**src/rtl/scc_consts.vh**
```
/*
  Constants for the sensorless commutation control block: register
  offsets, field positions, reset values and timing counts.
  Assumes inclusion by bare name from the design files.
*/
`ifndef SCC_CONSTS_VH
`define SCC_CONSTS_VH

// Register word offsets on the Avalon-MM slave
`define SCC_OFS_MIN_VEL 4'h0
`define SCC_OFS_CTRL 4'h1
`define SCC_OFS_MODE 4'h2
`define SCC_OFS_PWM_SCALE 4'h3
`define SCC_OFS_STATUS 4'h4
`define SCC_OFS_MASK 4'h5
`define SCC_OFS_HIGH_VEL 4'h6
`define SCC_OFS_STATE 4'h7

// Minimum commutation velocity field
`define SCC_MINV_HI 22
`define SCC_MINV_LO 8
`define SCC_MINV_RESET 15'h0000
`define SCC_MINV_FLOOR 15'h0001

// Commutation control fields
`define SCC_ONT_HI 9
`define SCC_ONT_LO 0
`define SCC_SLT_HI 23
`define SCC_SLT_LO 16
`define SCC_CTRL_RESET 24'h000000
`define SCC_SLT_UNIT_LOG2 4

// Mode register bits
`define SCC_MODE_STEPDIR 0
`define SCC_MODE_HS_FULLSTEP 1
`define SCC_MODE_HS_CHOPPER 2
`define SCC_MODE_RESET 3'h0

// Status and mask bits
`define SCC_ST_CMT_ON 0
`define SCC_ST_CMT_OFF 1
`define SCC_ST_STEP_LOSS 2
`define SCC_ST_HIGH_CROSS 3
`define SCC_ST_W 4

// Stall suppression after a high threshold crossing, in electrical periods
`define SCC_SUPP_PERIODS 2'h3

`endif

```
**src/rtl/scc_ontime.v**
```verilog
/*
  PWM on-time limiter: counts the on phase of the chopper and flags
  when the commutation limit or the step-loss limit is reached.
  Assumes pwm_on is a same-clock level from the chopper.
*/
`timescale 1ns/100ps
`include "scc_consts.vh"
module scc_ontime #(
  parameter ONT_W = 10,
  parameter SLT_W = 8
) (
  // Clock and reset
  input wire sys_clk,
  input wire reset_n,
  // Control
  input wire enable,
  input wire pwm_on,
  input wire [ONT_W-1:0] ont_limit,
  input wire [SLT_W-1:0] slt_limit,
  // Results
  output reg cmt_limit_hit_r,
  output reg step_loss_r
);
  localparam CNT_W = SLT_W + `SCC_SLT_UNIT_LOG2 + 1;
  reg [CNT_W-1:0] on_cnt_r;
  wire [CNT_W-1:0] slt_cycles;
  wire [CNT_W-1:0] ont_cycles;

  assign slt_cycles = {1'b0, slt_limit, {`SCC_SLT_UNIT_LOG2{1'b0}}};
  assign ont_cycles = {{(CNT_W-ONT_W){1'b0}}, ont_limit};

  always @(posedge sys_clk or negedge reset_n)
  begin
    if (!reset_n)
    begin
      on_cnt_r <= {CNT_W{1'b0}};
      cmt_limit_hit_r <= 1'b0;
      step_loss_r <= 1'b0;
    end
    else
    begin
      if (enable && pwm_on)
      begin
        if (on_cnt_r != {CNT_W{1'b1}})
          on_cnt_r <= on_cnt_r + 1'b1;
      end
      else
        on_cnt_r <= {CNT_W{1'b0}};
      // Limit counted in single clock cycles
      cmt_limit_hit_r <= enable && pwm_on && (on_cnt_r >= ont_cycles);
      // Units of sixteen cycles, zero switches detection off
      step_loss_r <= enable && pwm_on && (slt_limit != {SLT_W{1'b0}})
        && (on_cnt_r >= slt_cycles);
    end
  end
endmodule // scc_ontime

```
**src/rtl/scc_suppress.v**
```verilog
/*
  Stall suppression timer: after a high threshold crossing, holds
  stall detection off for a number of electrical periods.
  Assumes elec_period is a one-cycle pulse per electrical period.
*/
`timescale 1ns/100ps
`include "scc_consts.vh"
module scc_suppress (
  // Clock and reset
  input wire sys_clk,
  input wire reset_n,
  // Events
  input wire crossing,
  input wire elec_period,
  // Result
  output reg suppress_r
);
  reg [1:0] left_r;

  always @(posedge sys_clk or negedge reset_n)
  begin
    if (!reset_n)
    begin
      left_r <= 2'h0;
      suppress_r <= 1'b0;
    end
    else
    begin
      // Counts three period marks so the span is two to three periods
      if (crossing)
      begin
        left_r <= `SCC_SUPP_PERIODS;
        suppress_r <= 1'b1;
      end
      else if (elec_period && left_r != 2'h0)
      begin
        left_r <= left_r - 2'h1;
        suppress_r <= (left_r != 2'h1);
      end
    end
  end
endmodule // scc_suppress

```
**src/rtl/scc_top.v**
```verilog
/*
  Sensorless commutation control: velocity-gated enabling of automatic
  commutation, on-time limits, step-loss detection, high velocity
  actions and PWM amplitude readback, behind an Avalon-MM slave.
  Assumes the ramp generator, chopper and bridge logic on the same clock;
  the external commutation enable is an asynchronous pin.
*/
// Chosen here: register access over Avalon-MM and the placing of the registers.
// Contract
// - With ramp generator, enable commutation only while velocity exceeds minimum; the code also enables at a magnitude equal to the minimum.
// - Step/direction mode ignores minimum velocity; external enable pin decides.
// - Minimum velocity of zero disables automatic commutation, except in step/direction mode.
// - Magnitude at least minimum, minimum at least 256: commutate and do high actions.
// - Only bits 22..8 of minimum velocity are stored and compared.
// - While commutating, position comes from commutation and is written back.
// - Under heavy load, step velocity never drops below minimum velocity.
// - Commutation on-time limit, bits 9..0, counted in single clock cycles.
// - Step-loss limit, bits 23..16, units of sixteen cycles, zero disables.
// - Step-loss detection also works above high setting with fullstep enabled.
// - PWM amplitude scaler readable as eight bits, 255 is maximum.
// - Above high threshold: no adaptive scaling or voltage PWM; chopper, fullstep switch.
// - Stall detection suppressed two to three periods after each high crossing.
`timescale 1ns/100ps
`include "scc_consts.vh"
module scc_top #(
  parameter VEL_W = 32,
  parameter POS_W = 32
) (
  // Clock and reset
  input wire sys_clk,
  input wire reset_n,
  // Avalon-MM slave
  input wire [3:0] avs_address,
  input wire avs_read,
  input wire avs_write,
  input wire [31:0] avs_writedata,
  output reg [31:0] avs_readdata,
  output reg avs_waitrequest,
  // Interrupt
  output reg irq,
  // Motion inputs
  input wire [VEL_W-1:0] actual_velocity,
  input wire [POS_W-1:0] sensorless_position,
  input wire commutation_step,
  input wire commutation_enable_input,
  input wire pwm_on,
  input wire elec_period,
  input wire [7:0] pwm_amplitude,
  // Drive outputs
  output reg commutation_active,
  output reg [POS_W-1:0] actual_position,
  output reg position_load,
  output reg [22:0] min_step_velocity,
  output reg cmt_on_time_limit,
  output reg step_loss,
  output reg stall_suppress,
  output reg adaptive_scaling_off,
  output reg voltage_pwm_off,
  output reg chopper_switch,
  output reg fullstep_mode
);
  reg [14:0] min_vel_r;
  reg [23:0] ctrl_r;
  reg [2:0] mode_r;
  reg [22:0] high_vel_r;
  reg [`SCC_ST_W-1:0] status_r;
  reg [`SCC_ST_W-1:0] mask_r;
  reg [`SCC_ST_W-1:0] status_nxt;
  reg [2:0] pin_sync_r;
  reg pin_level_r;
  reg above_high_r;
  reg cmt_prev_r;
  reg [31:0] rdata_nxt;
  reg [VEL_W-1:0] vel_mag;
  reg cmt_nxt;
  reg above_high_nxt;
  reg in_fullstep;
  reg ack_r;
  wire wr_en;
  wire rd_en;
  wire crossing;
  wire cmt_hit;
  wire loss_hit;
  wire supp;
  wire stall_mask;

  function [VEL_W-1:0] mag;
    input [VEL_W-1:0] v;
    begin
      mag = v[VEL_W-1] ? (~v + 1'b1) : v;
    end
  endfunction

  function above;
    input [VEL_W-1:0] m;
    input [22:0] thr;
    begin
      above = (m >= {{(VEL_W-23){1'b0}}, thr});
    end
  endfunction

  function [22:0] min_vel_scaled;
    input [14:0] m;
    begin
      min_vel_scaled = {m, 8'h00};
    end
  endfunction

  // One wait state per access keeps read data straight from a flop
  assign rd_en = avs_read && !ack_r;
  // Writes land on the edge where the master sees waitrequest low
  assign wr_en = avs_write && ack_r;

  // Bus handshake
  always @(posedge sys_clk or negedge reset_n)
  begin
    if (!reset_n)
    begin
      ack_r <= 1'b0;
      avs_waitrequest <= 1'b1;
      avs_readdata <= 32'h0;
    end
    else
    begin
      ack_r <= (avs_read || avs_write) && !ack_r;
      avs_waitrequest <= !((avs_read || avs_write) && !ack_r);
      if (rd_en)
        avs_readdata <= rdata_nxt;
    end
  end

  // Configuration registers
  always @(posedge sys_clk or negedge reset_n)
  begin
    if (!reset_n)
    begin
      min_vel_r <= `SCC_MINV_RESET;
      ctrl_r <= `SCC_CTRL_RESET;
      mode_r <= `SCC_MODE_RESET;
      high_vel_r <= 23'h0;
      mask_r <= {`SCC_ST_W{1'b0}};
    end
    else
    begin
      if (wr_en)
      begin
        case (avs_address)
          `SCC_OFS_MIN_VEL: min_vel_r <= avs_writedata[`SCC_MINV_HI:`SCC_MINV_LO];
          `SCC_OFS_CTRL: ctrl_r <= avs_writedata[23:0];
          `SCC_OFS_MODE: mode_r <= avs_writedata[2:0];
          `SCC_OFS_MASK: mask_r <= avs_writedata[`SCC_ST_W-1:0];
          `SCC_OFS_HIGH_VEL: high_vel_r <= avs_writedata[22:0];
          default: ;
        endcase
      end
    end
  end

  // Write-only registers read as zero; unmapped addresses read zero
  always @*
  begin
    rdata_nxt = 32'h0;
    case (avs_address)
      `SCC_OFS_MODE: rdata_nxt = {29'h0, mode_r};
      `SCC_OFS_PWM_SCALE: rdata_nxt = {24'h0, pwm_amplitude};
      `SCC_OFS_STATUS: rdata_nxt = {{(32-`SCC_ST_W){1'b0}}, status_r};
      `SCC_OFS_MASK: rdata_nxt = {{(32-`SCC_ST_W){1'b0}}, mask_r};
      `SCC_OFS_HIGH_VEL: rdata_nxt = {9'h0, high_vel_r};
      `SCC_OFS_STATE: rdata_nxt = {28'h0, fullstep_mode, step_loss, above_high_r,
        commutation_active};
      default: rdata_nxt = 32'h0;
    endcase
  end

  // Pin synchroniser, stage two and three must agree
  always @(posedge sys_clk or negedge reset_n)
  begin
    if (!reset_n)
    begin
      pin_sync_r <= 3'h0;
      pin_level_r <= 1'b0;
    end
    else
    begin
      pin_sync_r <= {pin_sync_r[1:0], commutation_enable_input};
      if (pin_sync_r[1] == pin_sync_r[2])
        pin_level_r <= pin_sync_r[2];
    end
  end

  // Enable decision, combinational from this cycle's velocity
  always @*
  begin
    vel_mag = mag(actual_velocity);
    above_high_nxt = (high_vel_r != 23'h0) && above(vel_mag, high_vel_r);
    if (mode_r[`SCC_MODE_STEPDIR])
      cmt_nxt = pin_level_r;
    else if (min_vel_r == `SCC_MINV_RESET)
      cmt_nxt = 1'b0;
    else
      cmt_nxt = (min_vel_r >= `SCC_MINV_FLOOR)
        && above(vel_mag, min_vel_scaled(min_vel_r));
    // Commutating outside step/direction mode counts as exceeding the high threshold
    above_high_nxt = above_high_nxt || (cmt_nxt && !mode_r[`SCC_MODE_STEPDIR]);
    in_fullstep = above_high_r && mode_r[`SCC_MODE_HS_FULLSTEP];
  end

  assign crossing = above_high_nxt != above_high_r;
  // Crossing cycle masked too, so a hit cannot slip in before the timer starts
  assign stall_mask = supp || crossing;

  scc_ontime #(
    .ONT_W(10),
    .SLT_W(8)
  ) u_ontime (
    .sys_clk(sys_clk),
    .reset_n(reset_n),
    .enable(commutation_active || in_fullstep),
    .pwm_on(pwm_on),
    .ont_limit(ctrl_r[`SCC_ONT_HI:`SCC_ONT_LO]),
    .slt_limit(ctrl_r[`SCC_SLT_HI:`SCC_SLT_LO]),
    .cmt_limit_hit_r(cmt_hit),
    .step_loss_r(loss_hit)
  );

  scc_suppress u_supp (
    .sys_clk(sys_clk),
    .reset_n(reset_n),
    .crossing(crossing),
    .elec_period(elec_period),
    .suppress_r(supp)
  );

  always @*
  begin
    status_nxt = status_r;
    if (wr_en && avs_address == `SCC_OFS_STATUS)
      status_nxt = status_r & ~avs_writedata[`SCC_ST_W-1:0];
    // Set after clear so a same-cycle event is kept
    if (cmt_nxt && !cmt_prev_r)
      status_nxt[`SCC_ST_CMT_ON] = 1'b1;
    if (!cmt_nxt && cmt_prev_r)
      status_nxt[`SCC_ST_CMT_OFF] = 1'b1;
    if (loss_hit && !stall_mask)
      status_nxt[`SCC_ST_STEP_LOSS] = 1'b1;
    if (crossing)
      status_nxt[`SCC_ST_HIGH_CROSS] = 1'b1;
  end

  // Status and interrupt
  always @(posedge sys_clk or negedge reset_n)
  begin
    if (!reset_n)
    begin
      status_r <= {`SCC_ST_W{1'b0}};
      irq <= 1'b0;
      cmt_prev_r <= 1'b0;
    end
    else
    begin
      status_r <= status_nxt;
      irq <= |(status_nxt & mask_r);
      cmt_prev_r <= cmt_nxt;
    end
  end

  // Drive outputs, all registered
  always @(posedge sys_clk or negedge reset_n)
  begin
    if (!reset_n)
    begin
      above_high_r <= 1'b0;
      commutation_active <= 1'b0;
      actual_position <= {POS_W{1'b0}};
      position_load <= 1'b0;
      min_step_velocity <= 23'h0;
      cmt_on_time_limit <= 1'b0;
      step_loss <= 1'b0;
      stall_suppress <= 1'b0;
      adaptive_scaling_off <= 1'b0;
      voltage_pwm_off <= 1'b0;
      chopper_switch <= 1'b0;
      fullstep_mode <= 1'b0;
    end
    else
    begin
      above_high_r <= above_high_nxt;
      commutation_active <= cmt_nxt;
      // Position tracks the sensorless commutation while active
      position_load <= cmt_nxt && commutation_step;
      if (cmt_nxt && commutation_step)
        actual_position <= sensorless_position;
      // Floor for the step rate under load
      min_step_velocity <= cmt_nxt ? min_vel_scaled(min_vel_r) : 23'h0;
      cmt_on_time_limit <= cmt_hit;
      step_loss <= loss_hit && !stall_mask;
      stall_suppress <= stall_mask;
      adaptive_scaling_off <= above_high_nxt;
      voltage_pwm_off <= above_high_nxt;
      chopper_switch <= above_high_nxt && mode_r[`SCC_MODE_HS_CHOPPER];
      fullstep_mode <= above_high_nxt && mode_r[`SCC_MODE_HS_FULLSTEP];
    end
  end
endmodule // scc_top

```
**config.mk**
```make
export PLATFORM = sky130hd
export DESIGN_NAME = scc_top
export DESIGN_NICKNAME = d
export VERILOG_FILES = /design/src/rtl/scc_ontime.v /design/src/rtl/scc_suppress.v /design/src/rtl/scc_top.v
export VERILOG_INCLUDE_DIRS = /design/src /design/src/rtl
export SDC_FILE = /design/constraint.sdc
export NUM_CORES = 1
export LEC_CHECK = 0
export BUFFER_PORTS_ARGS = -buffer_cell sky130_fd_sc_hd__buf_4
export CAP_MARGIN = 10
export CORE_MARGIN = 5
export CORE_UTILIZATION = 56
export CTS_BUF_LIST = sky130_fd_sc_hd__clkbuf_2 sky130_fd_sc_hd__clkbuf_4 sky130_fd_sc_hd__clkbuf_8
export DETAILED_ROUTE_END_ITERATION = 12
export PLACE_DENSITY = 0.88
export SLEW_MARGIN = 20
export SYNTH_ARGS = -nofsm -noshare
export SYNTH_HDL_FRONTEND = slang
export SYNTH_SLANG_ARGS = --single-unit
```
**constraint.sdc**
```tcl
create_clock -name sys_clk -period 4.1 [get_ports sys_clk]
set_clock_uncertainty 0.15 [all_clocks]
set_input_delay 0.615 -clock sys_clk [delete_from_list [all_inputs] [get_ports sys_clk]]
set_output_delay 0.615 -clock sys_clk [all_outputs]
set_load 0.03 [all_outputs]
```
==> results of run 1 <==
[logic make-up (layout without fill, tap and decap cells)]
family,after synthesis,count (layout),share of synthesized area
AND/OR/NAND/NOR,222,222,0.1331
adder cells (fa/ha/maj),62,62,0.08505
buffers and inverters,113,361,0.05698
other,1,17,0.0004125
XOR/XNOR,27,27,0.02808
multiplexers,82,82,0.1038
AO/OA/AOI/OAI,163,163,0.1246
flip-flops,170,170,0.4681
[synthesized netlist by cell type, drive strengths merged, types with 3 or more instances]
master	n	area, µm²
ha	61	763.2
a211oi	4	30.03
a31oi	5	31.28
o41ai	3	26.28
a22o	25	219.0
nand2	60	225.2
mux2	78	878.4
or3	11	73.82
and4	4	37.54
nand4b	4	35.03
xor2	5	43.79
a21oi	22	110.1
nor2b	6	40.04
buf	22	161.4
nand2b	11	68.82
nor3	15	80.08
nand4	14	87.58
dfrtp	169	4229
inv	70	262.8
o31ai	9	67.56
a21o	9	67.56
a22oi	4	30.03
nor3b	5	37.54
clkbuf	20	85.08
and2	20	125.1
and3	4	26.28
o21ai	52	260.3
nand3	15	75.07
a41oi	3	26.28
xnor2	22	211.5
nor4	17	112.6
nor2	26	97.59
o21a	6	45.04
[worst max-delay path by stage]
stage / endpoint / slack [ps] / depth (start not counted)
2_1_floorplan: irq / -500 / 16
3_5_place_dp: irq / -790 / 17
6_report: actual_position[0] / -290 / 17
3_3_place_gp: irq / -730 / 17
5_1_grt: irq / -430 / 18
4_1_cts: irq / -210 / 18
[cell type report]
class	instances	area (µm²)
clock buffers	22	284.0
clock inverters	8	167.7
fillers	1072	3926
inverters	70	262.8
multi-input cells	573	4644
flip-flops and latches	170	4255
well taps	216	270.3
repair buffers	261	2074
[cells in the final DEF (no fill, tap or decap), types with 9 or more instances in the layout]
| cell type | n |
|---|---|
| buf_4 | 249 |
| dfrtp_1 | 169 |
| inv_1 | 70 |
| ha_1 | 61 |
| nand2_1 | 60 |
| o21ai_0 | 50 |
| mux2_2 | 46 |
| mux2_4 | 32 |
| nor2_1 | 25 |
| a22o_1 | 25 |
| xnor2_1 | 21 |
| a21oi_1 | 21 |
| clkbuf_8 | 20 |
| and2_1 | 19 |
| conb_1 | 17 |
| nor4_1 | 15 |
| nand3_1 | 14 |
| nand4_1 | 14 |
| nor3_1 | 11 |
| or3_1 | 10 |
| nand2b_1 | 9 |
| a21o_1 | 9 |
[layer usage]
layer | part of all wire | routed length, µm | GRT usage | vias up
li1 | - | - | - | 3476
met1 | 0.39 | 10170 | 0.3436 | 3704
met2 | 0.50 | 12880 | 0.4704 | 364
met3 | 0.083 | 2141 | 0.05917 | 53
met4 | 0.028 | 734 | 0.08980 | 0
met5 | 0 | 0 | 0 | -
[report_power, final]
| group | leakage, nW | switching, W | total (W) | internal, W |
|---|---|---|---|---|
| Sequential | 2.12 | 0.000294 | 0.00234 | 0.00205 |
| Clock | 0.229 | 0.000577 | 0.00135 | 0.000769 |
| Combinational | 3.46 | 0.00117 | 0.00215 | 0.000987 |
[per-stage QoR]
step / instance area [µm²] / util / total power [W]
2_1_floorplan: 9376 / - / 0.003601
3_3_place_gp: 11290 / 0.7107 / 0.004328
3_5_place_dp: 11290 / 0.7107 / 0.004420
4_1_cts: 11820 / 0.7441 / 0.005784
5_1_grt: 11960 / 0.7528 / 0.006142
6_report: 11960 / 0.7528 / 0.005841
[sequential cells by signal (all words and copies together), names as in the netlist, 2 cells and up]
register and cells:
u_supp.left_r 2, min_step_velocity 15, pin_sync_r 3, u_ontime.on_cnt_r 13
min_vel_r 15, mode_r 3, status_r 4, mask_r 4
ctrl_r 18, actual_position 32, high_vel_r 23, avs_readdata 23
[repair_timing]
action                                  CTS  global route
pin swaps                                 8             9
hold endpoints to repair                  0             0
gates cloned                              0             4
gates resized for setup                   9             7
endpoints found under the setup margin   37            45
setup buffers                             5             1
==> results_dict.tcl, run 1 <==
set metrics [dict create \
    whs_ps 92.12 \
    coreArea_mm2 0.01589 \
    worstPathArrival_ps 4580 \
    grt_pass1_wl_um 40030 \
    slowest_delay_ps 550 \
    finalHoldViolCount 0 \
    cts.path.max_buffers 2 \
    fin_nets 1270 \
    setup_viol 35 \
    avgViaCountPerCell 5.755 \
    worstHoldPathType "input pin to asynchronous set/reset pin" \
    crit_type "input pin to flop" \
    cts.sinks 170 \
    relSlewSlack 0.2740 \
    drv_slew 0 \
    pin_count 214 \
    final_cells 1320 \
    synth.avg_cell_area_um2 10.82 \
    regToRegSetupSlack_ps 750 \
    synthDistinctLibCells 75 \
    worstRegToRegCells 11 \
    grt_antenna_before_repair 0 \
    ys.flop_type "dfrtp_1" \
    endpoint_kind "flop" \
    maxCapViolations 0 \
    worstReg2RegEnd "irq" \
    grt_use_total 0.2736 \
    dpl.cell_count 1280 \
    drc 0 \
    cts-hold-fix-buffers 0 \
    fin_crit_ps 4390 \
    place_congestion 0.9245 \
    n_antenna_cell 0 \
    worst_pin_slew_ps 1089 \
    hpwl_um 19410 \
    start_util 0.5723 \
    grt_max_degree 112 \
    die_x_um 137.4 \
    rows 46 \
    critPathBufInv 3 \
    cts_inserted_buffers 17 \
    wl_per_cell_um 19.64 \
    p_per_area_mw_per_mm2 488.4 \
    cp_max_fo 6 \
    violations "setup timing" \
    cts_tree "yes" \
    worstReg2RegStart "high_vel_r[0]" \
    ctsHtreeMaxLevel 4 \
    status "complete, but fails checks" \
    peakVddDrop_v 0.0002819 \
    insertion_delay_ps 450 \
    startpoint "actual_velocity[11]" \
    synth_area_mm2 0.009091 \
    fmax_ghz 0.2278 \
    dieHeight_um 137.4 \
    syn_to_final_growth_pct 31.54 \
    yosysWarningCount 0 \
    drt-initial-drc-count 594 \
    p_leak_nw 5.809 \
    dieArea_mm2 0.01888 \
    cp-start-kind "input pin" \
    cts-root-buf "clkbuf_8" \
    critical_path.cell_chain "buf_6 -> or4_4 -> nor3_4 -> nand2b_1 -> o31a_2 -> xor2_1 -> ha_1 -> nand3_1 -> nor4_2 -> nand4bb_1 -> a2111oi_4 -> o31ai_4 -> a31oi_2 -> buf_4 -> and2_4 -> clkbuf_16 -> mux2_4" \
    vias 7597 \
    wl_um 25930 \
    ys_seq_elements 170 \
    synth-edff-count 0 \
    cp_data_required_time_ps 4290 \
    grt_pass1_vias 7650 \
    rsz0062_at_grt "true" \
    slowest_stage "or4_4" \
    path_delay_family "simple AND/OR/NAND/NOR gates" \
    place_ws_ps -790.5 \
    drive_gt1_frac 0.3687 \
    path_clk_slew_ps 80 \
    fin_crit_sh 1.071 \
    port_buffers 188 \
    ant_nets 0 \
    fin_ws_ps -290.5 \
    synthArstFlopShare 1.000 \
    fin_setup_tns_ps -8952 \
    netlist_instances 840 \
    grt_overflow_total 0 \
    first_pass_iters 5 \
    synth_seq_area_share 0.4681 \
]
No activity file was read; power rests on OpenSTA's default activity.
==> run 2, diff against run 1 <==
- CORE_UTILIZATION: 56 -> 57
- SYNTH_HIERARCHICAL: not set -> 1
==> results_dict.tcl, run 2 <==
set metrics [dict create \
    cts_inserted_buffers 17 \
    place_congestion 0.9261 \
    layout_common_cells "buf_4, dfrtp_1, inv_1" \
    p_switching_w 0.002116 \
    peakVddDrop_v 0.0002826 \
    port_buffers 188 \
    p_seq_frac 0.389 \
    yosysWarningCount 6 \
    largest_reg_flops 32 \
    cp-start-kind "input pin" \
    fin_ws_ps -209.9 \
    syn_to_final_growth_pct 30.75 \
    drive_gt1_frac 0.3955 \
    ctsHtreeMaxLevel 4 \
    ys_seq_elements 170 \
    final_common_cell "buf_4" \
    vias 8202 \
    cts.sinks 170 \
    worstHoldPathType "input pin to asynchronous set/reset pin" \
    swShare 0.3567 \
    drc 0 \
    wl_um 27690 \
    yosysTopAreaCell "dfrtp_1" \
    synth_seq_area_share 0.4481 \
    yosysMostFrequentCell "dfrtp_1" \
    endpoint_kind "flop" \
    p_leak_nw 5.974 \
    synth.avg_cell_area_um2 10.88 \
    finalCoreUtilization 0.7541 \
    synthDistinctLibCells 89 \
    synth-xor-area-share 0.02292 \
    regToRegSetupSlack_ps 820 \
    cts-hold-fix-buffers 0 \
    netlist_instances 873 \
    rows 47 \
    cp_max_fo 7 \
    relSlewSlack 0.3071 \
    cts_tree "yes" \
    maxCapViolations 0 \
    synthArstFlopShare 1.000 \
    worst_pin_slew_ps 1037 \
    synthSimpleGateAreaFrac 0.1553 \
    insertion_delay_ps 470 \
    grt_use_total 0.2865 \
    grt_overflow_total 0 \
    cp_data_required_time_ps 4310 \
    synth_compound_area_frac 0.1187 \
    cts-root-buf "clkbuf_8" \
    synth_area_leaders "dfrtp_1, ha_1, mux2_2, mux2_4, inv_1" \
    hpwl_um 20680 \
    avgViaCountPerCell 5.952 \
    path_clk_slew_ps 90 \
    cts.path.max_buffers 2 \
    drt-initial-drc-count 754 \
    pin_count 214 \
    grt_max_degree 98 \
    wl_per_cell_um 20.09 \
    fmax_ghz 0.2320 \
    synthMuxAreaShare 0.1144 \
    setup_viol 54 \
    crit_type "input pin to flop" \
    die_x_um 139.1 \
    synth-adder-area-share 0.08142 \
    dieHeight_um 139.1 \
    first_pass_iters 6 \
    grt_pass1_vias 8374 \
    rsz0062_at_grt "true" \
    ys.flop_type "dfrtp_1" \
    top_regs "actual_position: 32 flops, avs_readdata: 23 flops, high_vel_r: 23 flops" \
    synth_top_area_share 0.4453 \
    p_per_area_mw_per_mm2 477.7 \
    synth_top_family_by_area "simple AND/OR/NAND/NOR gates" \
    status "complete, but fails checks" \
    ant_nets 0 \
    synth_area_mm2 0.009497 \
    worstPathArrival_ps 4520 \
    grt_pass1_wl_um 44310 \
    violations "setup timing" \
    p_int_w 0.003816 \
    n_antenna_cell 0 \
    top_register "actual_position" \
    startpoint "actual_velocity[11]" \
    fin_crit_ps 4310 \
    fin_nets 1323 \
    synth-edff-count 0 \
    drv_slew 0 \
    finalHoldViolCount 0 \
    fin_crit_sh 1.051 \
    coreArea_mm2 0.01647 \
    worstReg2RegStart "min_vel_r[10]" \
    p_comb_frac 0.380 \
    synth_commonest_cells "dfrtp_1, inv_1, nand2_1, ha_1, o21ai_0" \
    power_frac_clock 0.231 \
    dieArea_mm2 0.01934 \
    grt_antenna_before_repair 0 \
    start_util 0.5767 \
    place_ws_ps -888.5 \
]
## run 2: cell count changes after synthesis, sizes merged, moves of 4 or more
cell	change
nor2	+22
and2	-18
or2	+8
a21oi	+6
nand2	+6
nor3	+6
or4	+6
a21o	-4
o21a	-4
## run 2: what timing repair did
action,CTS,global route
resized for setup,31,11
buffers inserted,11,5
setup endpoints to repair,59,62
hold endpoints to repair,0,0
cloned,1,1
pin swaps,12,11
## run 2: cells by family (layout without fill, tap and decap cells)
family | count (synthesis) | after routing
compound gates | 166 | 166
xor+xnor | 24 | 24
fa+ha+maj | 62 | 62
buf+inv | 112 | 381
flops | 170 | 170
mux | 83 | 83
other cells | 1 | 17
simple gates | 255 | 255
## run 2: final timing paths
| path | to | cells after the start |
|---|---|---|
| min in group sys_clk | pin_sync_r[0] | 1 |
| max | actual_position[27] | 18 |
| max in group asynchronous | avs_readdata[19] | 2 |
| min reg2reg | cmt_on_time_limit | 0 |
| min | actual_position[30] | 1 |
| max reg2reg | actual_position[27] | 13 |
## run 2: worst max-delay path, stage by stage
cell       delay (ps)
buf_6              90
or4_4             550
nor3_4            200
nand2_2           100
o31a_1            280
xor2_2            160
ha_1              300
nand4_1           130
or2_4             270
or3_1             350
a2111o_1          390
a21oi_4           180
buf_6             130
o31ai_4            60
nand2_4           130
nand2_8           100
clkbuf_16         190
mux2_4            300
## run 2: power groups by stage
stage          Combinational (W)  Sequential, W  Clock (W)
2_1_floorplan           0.000971        0.00257          0
3_3_place_gp             0.00199        0.00231          0
3_5_place_dp             0.00209        0.00232          0
4_1_cts                  0.00220        0.00230    0.00138
5_1_grt                  0.00242        0.00234    0.00146
6_report                 0.00226        0.00231    0.00137
## run 2: cell type report
| class | instances | area [µm²] |
|---|---|---|
| multi-input combinational | 607 | 4931 |
| timing repair buffer | 279 | 2212 |
| inverter | 71 | 281.5 |
| tap | 220 | 275.3 |
| sequential | 170 | 4255 |
| clock inverter | 11 | 192.7 |
| clock buffer | 20 | 269.0 |
| fill | 1050 | 4049 |
## run 2: per-stage QoR
step	cells	area, µm²	hold slack [ps]	power (W)	TNS [ps]
global route	1378	12420	77.27	0.006219	-12530
floorplan	889	9612	169.4	0.003539	-9806
detailed placement	1334	11650	186.3	0.004412	-46030
global placement	1334	11650	181.4	0.004297	-36120
CTS	1377	12340	78.60	0.005871	-2480
finish	1378	12420	68.27	0.005932	-6849
## run 2: routing by layer
layer	routed length, µm	track usage	up-vias
li1	-	-	3660
met1	10740	0.3590	3941
met2	12900	0.4636	490
met3	2538	0.06862	111
met4	1512	0.1488	0
met5	0	0	-
==> run 3, diff against run 2 <==
- ABC_AREA: not set -> 1
- CORE_ASPECT_RATIO: not set -> 0.8
==> results_dict.tcl, run 3 <==
set metrics [dict create \
    status "completed" \
    cts-root-buf "clkbuf_8" \
    cts_inserted_buffers 17 \
    fin_crit_sh 0.8670 \
    synth_top_family_by_area "simple AND/OR/NAND/NOR gates" \
    cts.path.max_buffers 2 \
    place_ws_ps 128.3 \
    n_antenna_cell 0 \
    cp_data_required_time_ps 4350 \
    cts_tree "yes" \
    crit_top_cell "nand2_1" \
    final_common_cell "nand2_1" \
    multi_input_area_mm2 0.004559 \
    netlist_instances 1215 \
    fillers 1298 \
    grt_pass1_vias 8582 \
    yosysWarningCount 6 \
    coreArea_mm2 0.01661 \
    hpwl_um 19890 \
    peakVddDrop_v 0.0003539 \
    path_clk_slew_ps 90 \
    wl_per_cell_um 15.71 \
    fin_area_mm2 0.01167 \
    yosysTopAreaCell "dfrtp_1" \
    maxCapViolations 0 \
    synth-adder-area-share 0.08011 \
    ys.flop_type "dfrtp_1" \
    finalCoreUtilization 0.7027 \
    fin_setup_tns_ps 0 \
    worstPathArrival_ps 3800 \
    insertion_delay_ps 450 \
    grt_pass1_wl_um 41680 \
    dpl.cell_count 1602 \
    cp_max_fo 18 \
    final_cells 1634 \
    ys_seq_elements 170 \
    synth_top_area_share 0.4382 \
    rsz0062_at_grt "false" \
    port_buffers 188 \
    grt_overflow_total 0 \
    synth-xor-area-share 0.02074 \
    synth_area_mm2 0.009652 \
    top_register "actual_position" \
    grt_use_total 0.2612 \
    cts.sinks 170 \
    place_congestion 0.9426 \
    synth_area_leaders "dfrtp_1, nand2_1, ha_1, inv_1, o21ai_0" \
    fmax_ghz 0.2813 \
    pin_count 214 \
    placed_cell_area_mm2 0.01119 \
    p_per_area_mw_per_mm2 482.2 \
    p_leak_nw 6.268 \
    first_pass_iters 6 \
    synth_commonest_cells "nand2_1, dfrtp_1, inv_1, o21ai_0, nor2_1" \
    synth.avg_cell_area_um2 7.944 \
    vias 8718 \
    synth-edff-count 0 \
    cts-resized-gates 0 \
    synth_compound_area_frac 0.08219 \
    yosysMostFrequentCell "nand2_1" \
    synthDistinctLibCells 42 \
    relSlewSlack 0.5360 \
    drc 0 \
    drive_gt1_frac 0.2171 \
    synthArstFlopShare 1.000 \
    slowest_delay_ps 300 \
    rows 42 \
    start_util 0.5812 \
    layout_common_cells "nand2_1, buf_4, dfrtp_1" \
    worst_pin_slew_ps 696.0 \
    endpoint_kind "flop" \
    synthSimpleGateAreaFrac 0.2810 \
    slowest_stage "ha_1" \
    dieHeight_um 126.4 \
    dieArea_mm2 0.01965 \
    avgViaCountPerCell 5.335 \
    grt_antenna_before_repair 0 \
    setup_viol 0 \
    largest_reg_flops 32 \
    synth_seq_area_share 0.4409 \
    crit_type "input pin to flop" \
    ant_nets 0 \
    top_regs "actual_position: 32 flops, avs_readdata: 23 flops, high_vel_r: 23 flops" \
    fin_crit_ps 3555 \
    die_x_um 155.5 \
    fin_ws_ps 545.4 \
    drv_slew 0 \
    wl_um 25670 \
    drt-initial-drc-count 831 \
    cts_post_setup_buffers_inserted 0 \
    syn_to_final_growth_pct 20.90 \
    path_delay_family "simple AND/OR/NAND/NOR gates" \
    critPathBufInv 4 \
    finalHoldViolCount 0 \
    synthMuxAreaShare 0.001167 \
    register_area_mm2 0.004255 \
    cp-start-kind "input pin" \
    fin_nets 1578 \
    grt_max_degree 81 \
    cts-hold-fix-buffers 0 \
    worstHoldPathType "input pin to asynchronous set/reset pin" \
    ctsHtreeMaxLevel 4 \
]
==> run 3: cell count changes after synthesis, moves of 15 or more <==
cell / previous run / this run
mux2_2: 48 / 1
xnor2_1: 20 / 3
a22o_1: 23 / 0
nand2_2: 0 / 41
nor2_1: 47 / 89
nand3_1: 16 / 53
xor2_1: 3 / 18
nand2_1: 64 / 346
inv_1: 71 / 161
mux2_4: 29 / 0
o21ai_0: 49 / 95
==> run 3: layout make-up <==
cell class / instances / share of cell area
timing repair buffer: 196 / 0.1275
clock inverter: 12 / 0.01823
multi-input combinational: 851 / 0.3907
inverter: 165 / 0.05329
tap: 220 / 0.02359
sequential: 170 / 0.3647
clock buffer: 20 / 0.02198
==> run 3: path summary, 6_finish.rpt <==
path,from,to,slack (ps),cells past startpoint
worst max-delay path,actual_velocity[0],actual_position[0],550,28
worst min-delay path,reset_n,irq,30,1
worst max register to register,min_vel_r[7],actual_position[0],1270,21
worst min register to register,u_ontime/cmt_limit_hit_r,cmt_on_time_limit,210,0
max in group asynchronous,reset_n,actual_position[25],2850,2
min in group sys_clk,commutation_enable_input,pin_sync_r[0],110,1
==> run 3: cells by family after synthesis <==
logic type	after synthesis
and+or+nand+nor	603
xor gates and xnor gates	22
DFF	170
muxes	1
buffers and inverters	210
AOI/OAI and AO/OA	146
other	1
adders and majority gates	62
==> run 3: metrics by stage <==
step	hold WS [ps]	power, W
6_report	28.32	0.005627
5_1_grt	80.46	0.005973
4_1_cts	46.41	0.005638
3_5_place_dp	191.1	0.004252
3_3_place_gp	183.1	0.004163
2_1_floorplan	169.4	0.003511
==> run 3: report_power, final <==
| part | internal, W | leakage [nW] | switching (W) | total [W] |
|---|---|---|---|---|
| clock network | 0.000758 | 0.240 | 0.000615 | 0.00137 |
| logic | 0.000710 | 3.84 | 0.00129 | 0.00200 |
| registers | 0.00202 | 2.19 | 0.000232 | 0.00225 |
==> run 3: worst register-to-register path, cell delays in order, from the launching register on <==
cell,delay [ps]
dfrtp_1,390
inv_1,100
ha_1,320
nand2_1,80
nor2_1,160
nand2_1,80
nor2_1,120
nand3b_1,90
nor2_1,90
nand3_1,90
nand2_1,100
nand2_1,50
nand2_1,60
nand2_1,60
nand3_2,80
nand2_4,90
nand2_4,130
nand2_4,70
inv_4,150
buf_12,200
nand2_2,60
nand2_1,60
==> run 3: per-layer routing <==
metal,share of wire,wire length [µm],up-vias,global-route usage
li1,-,-,4199,-
met1,0.42,10780,4037,0.3556
met2,0.45,11490,425,0.4023
met3,0.11,2802,57,0.08035
met4,0.024,604,0,0.08441
met5,0,0,-,0
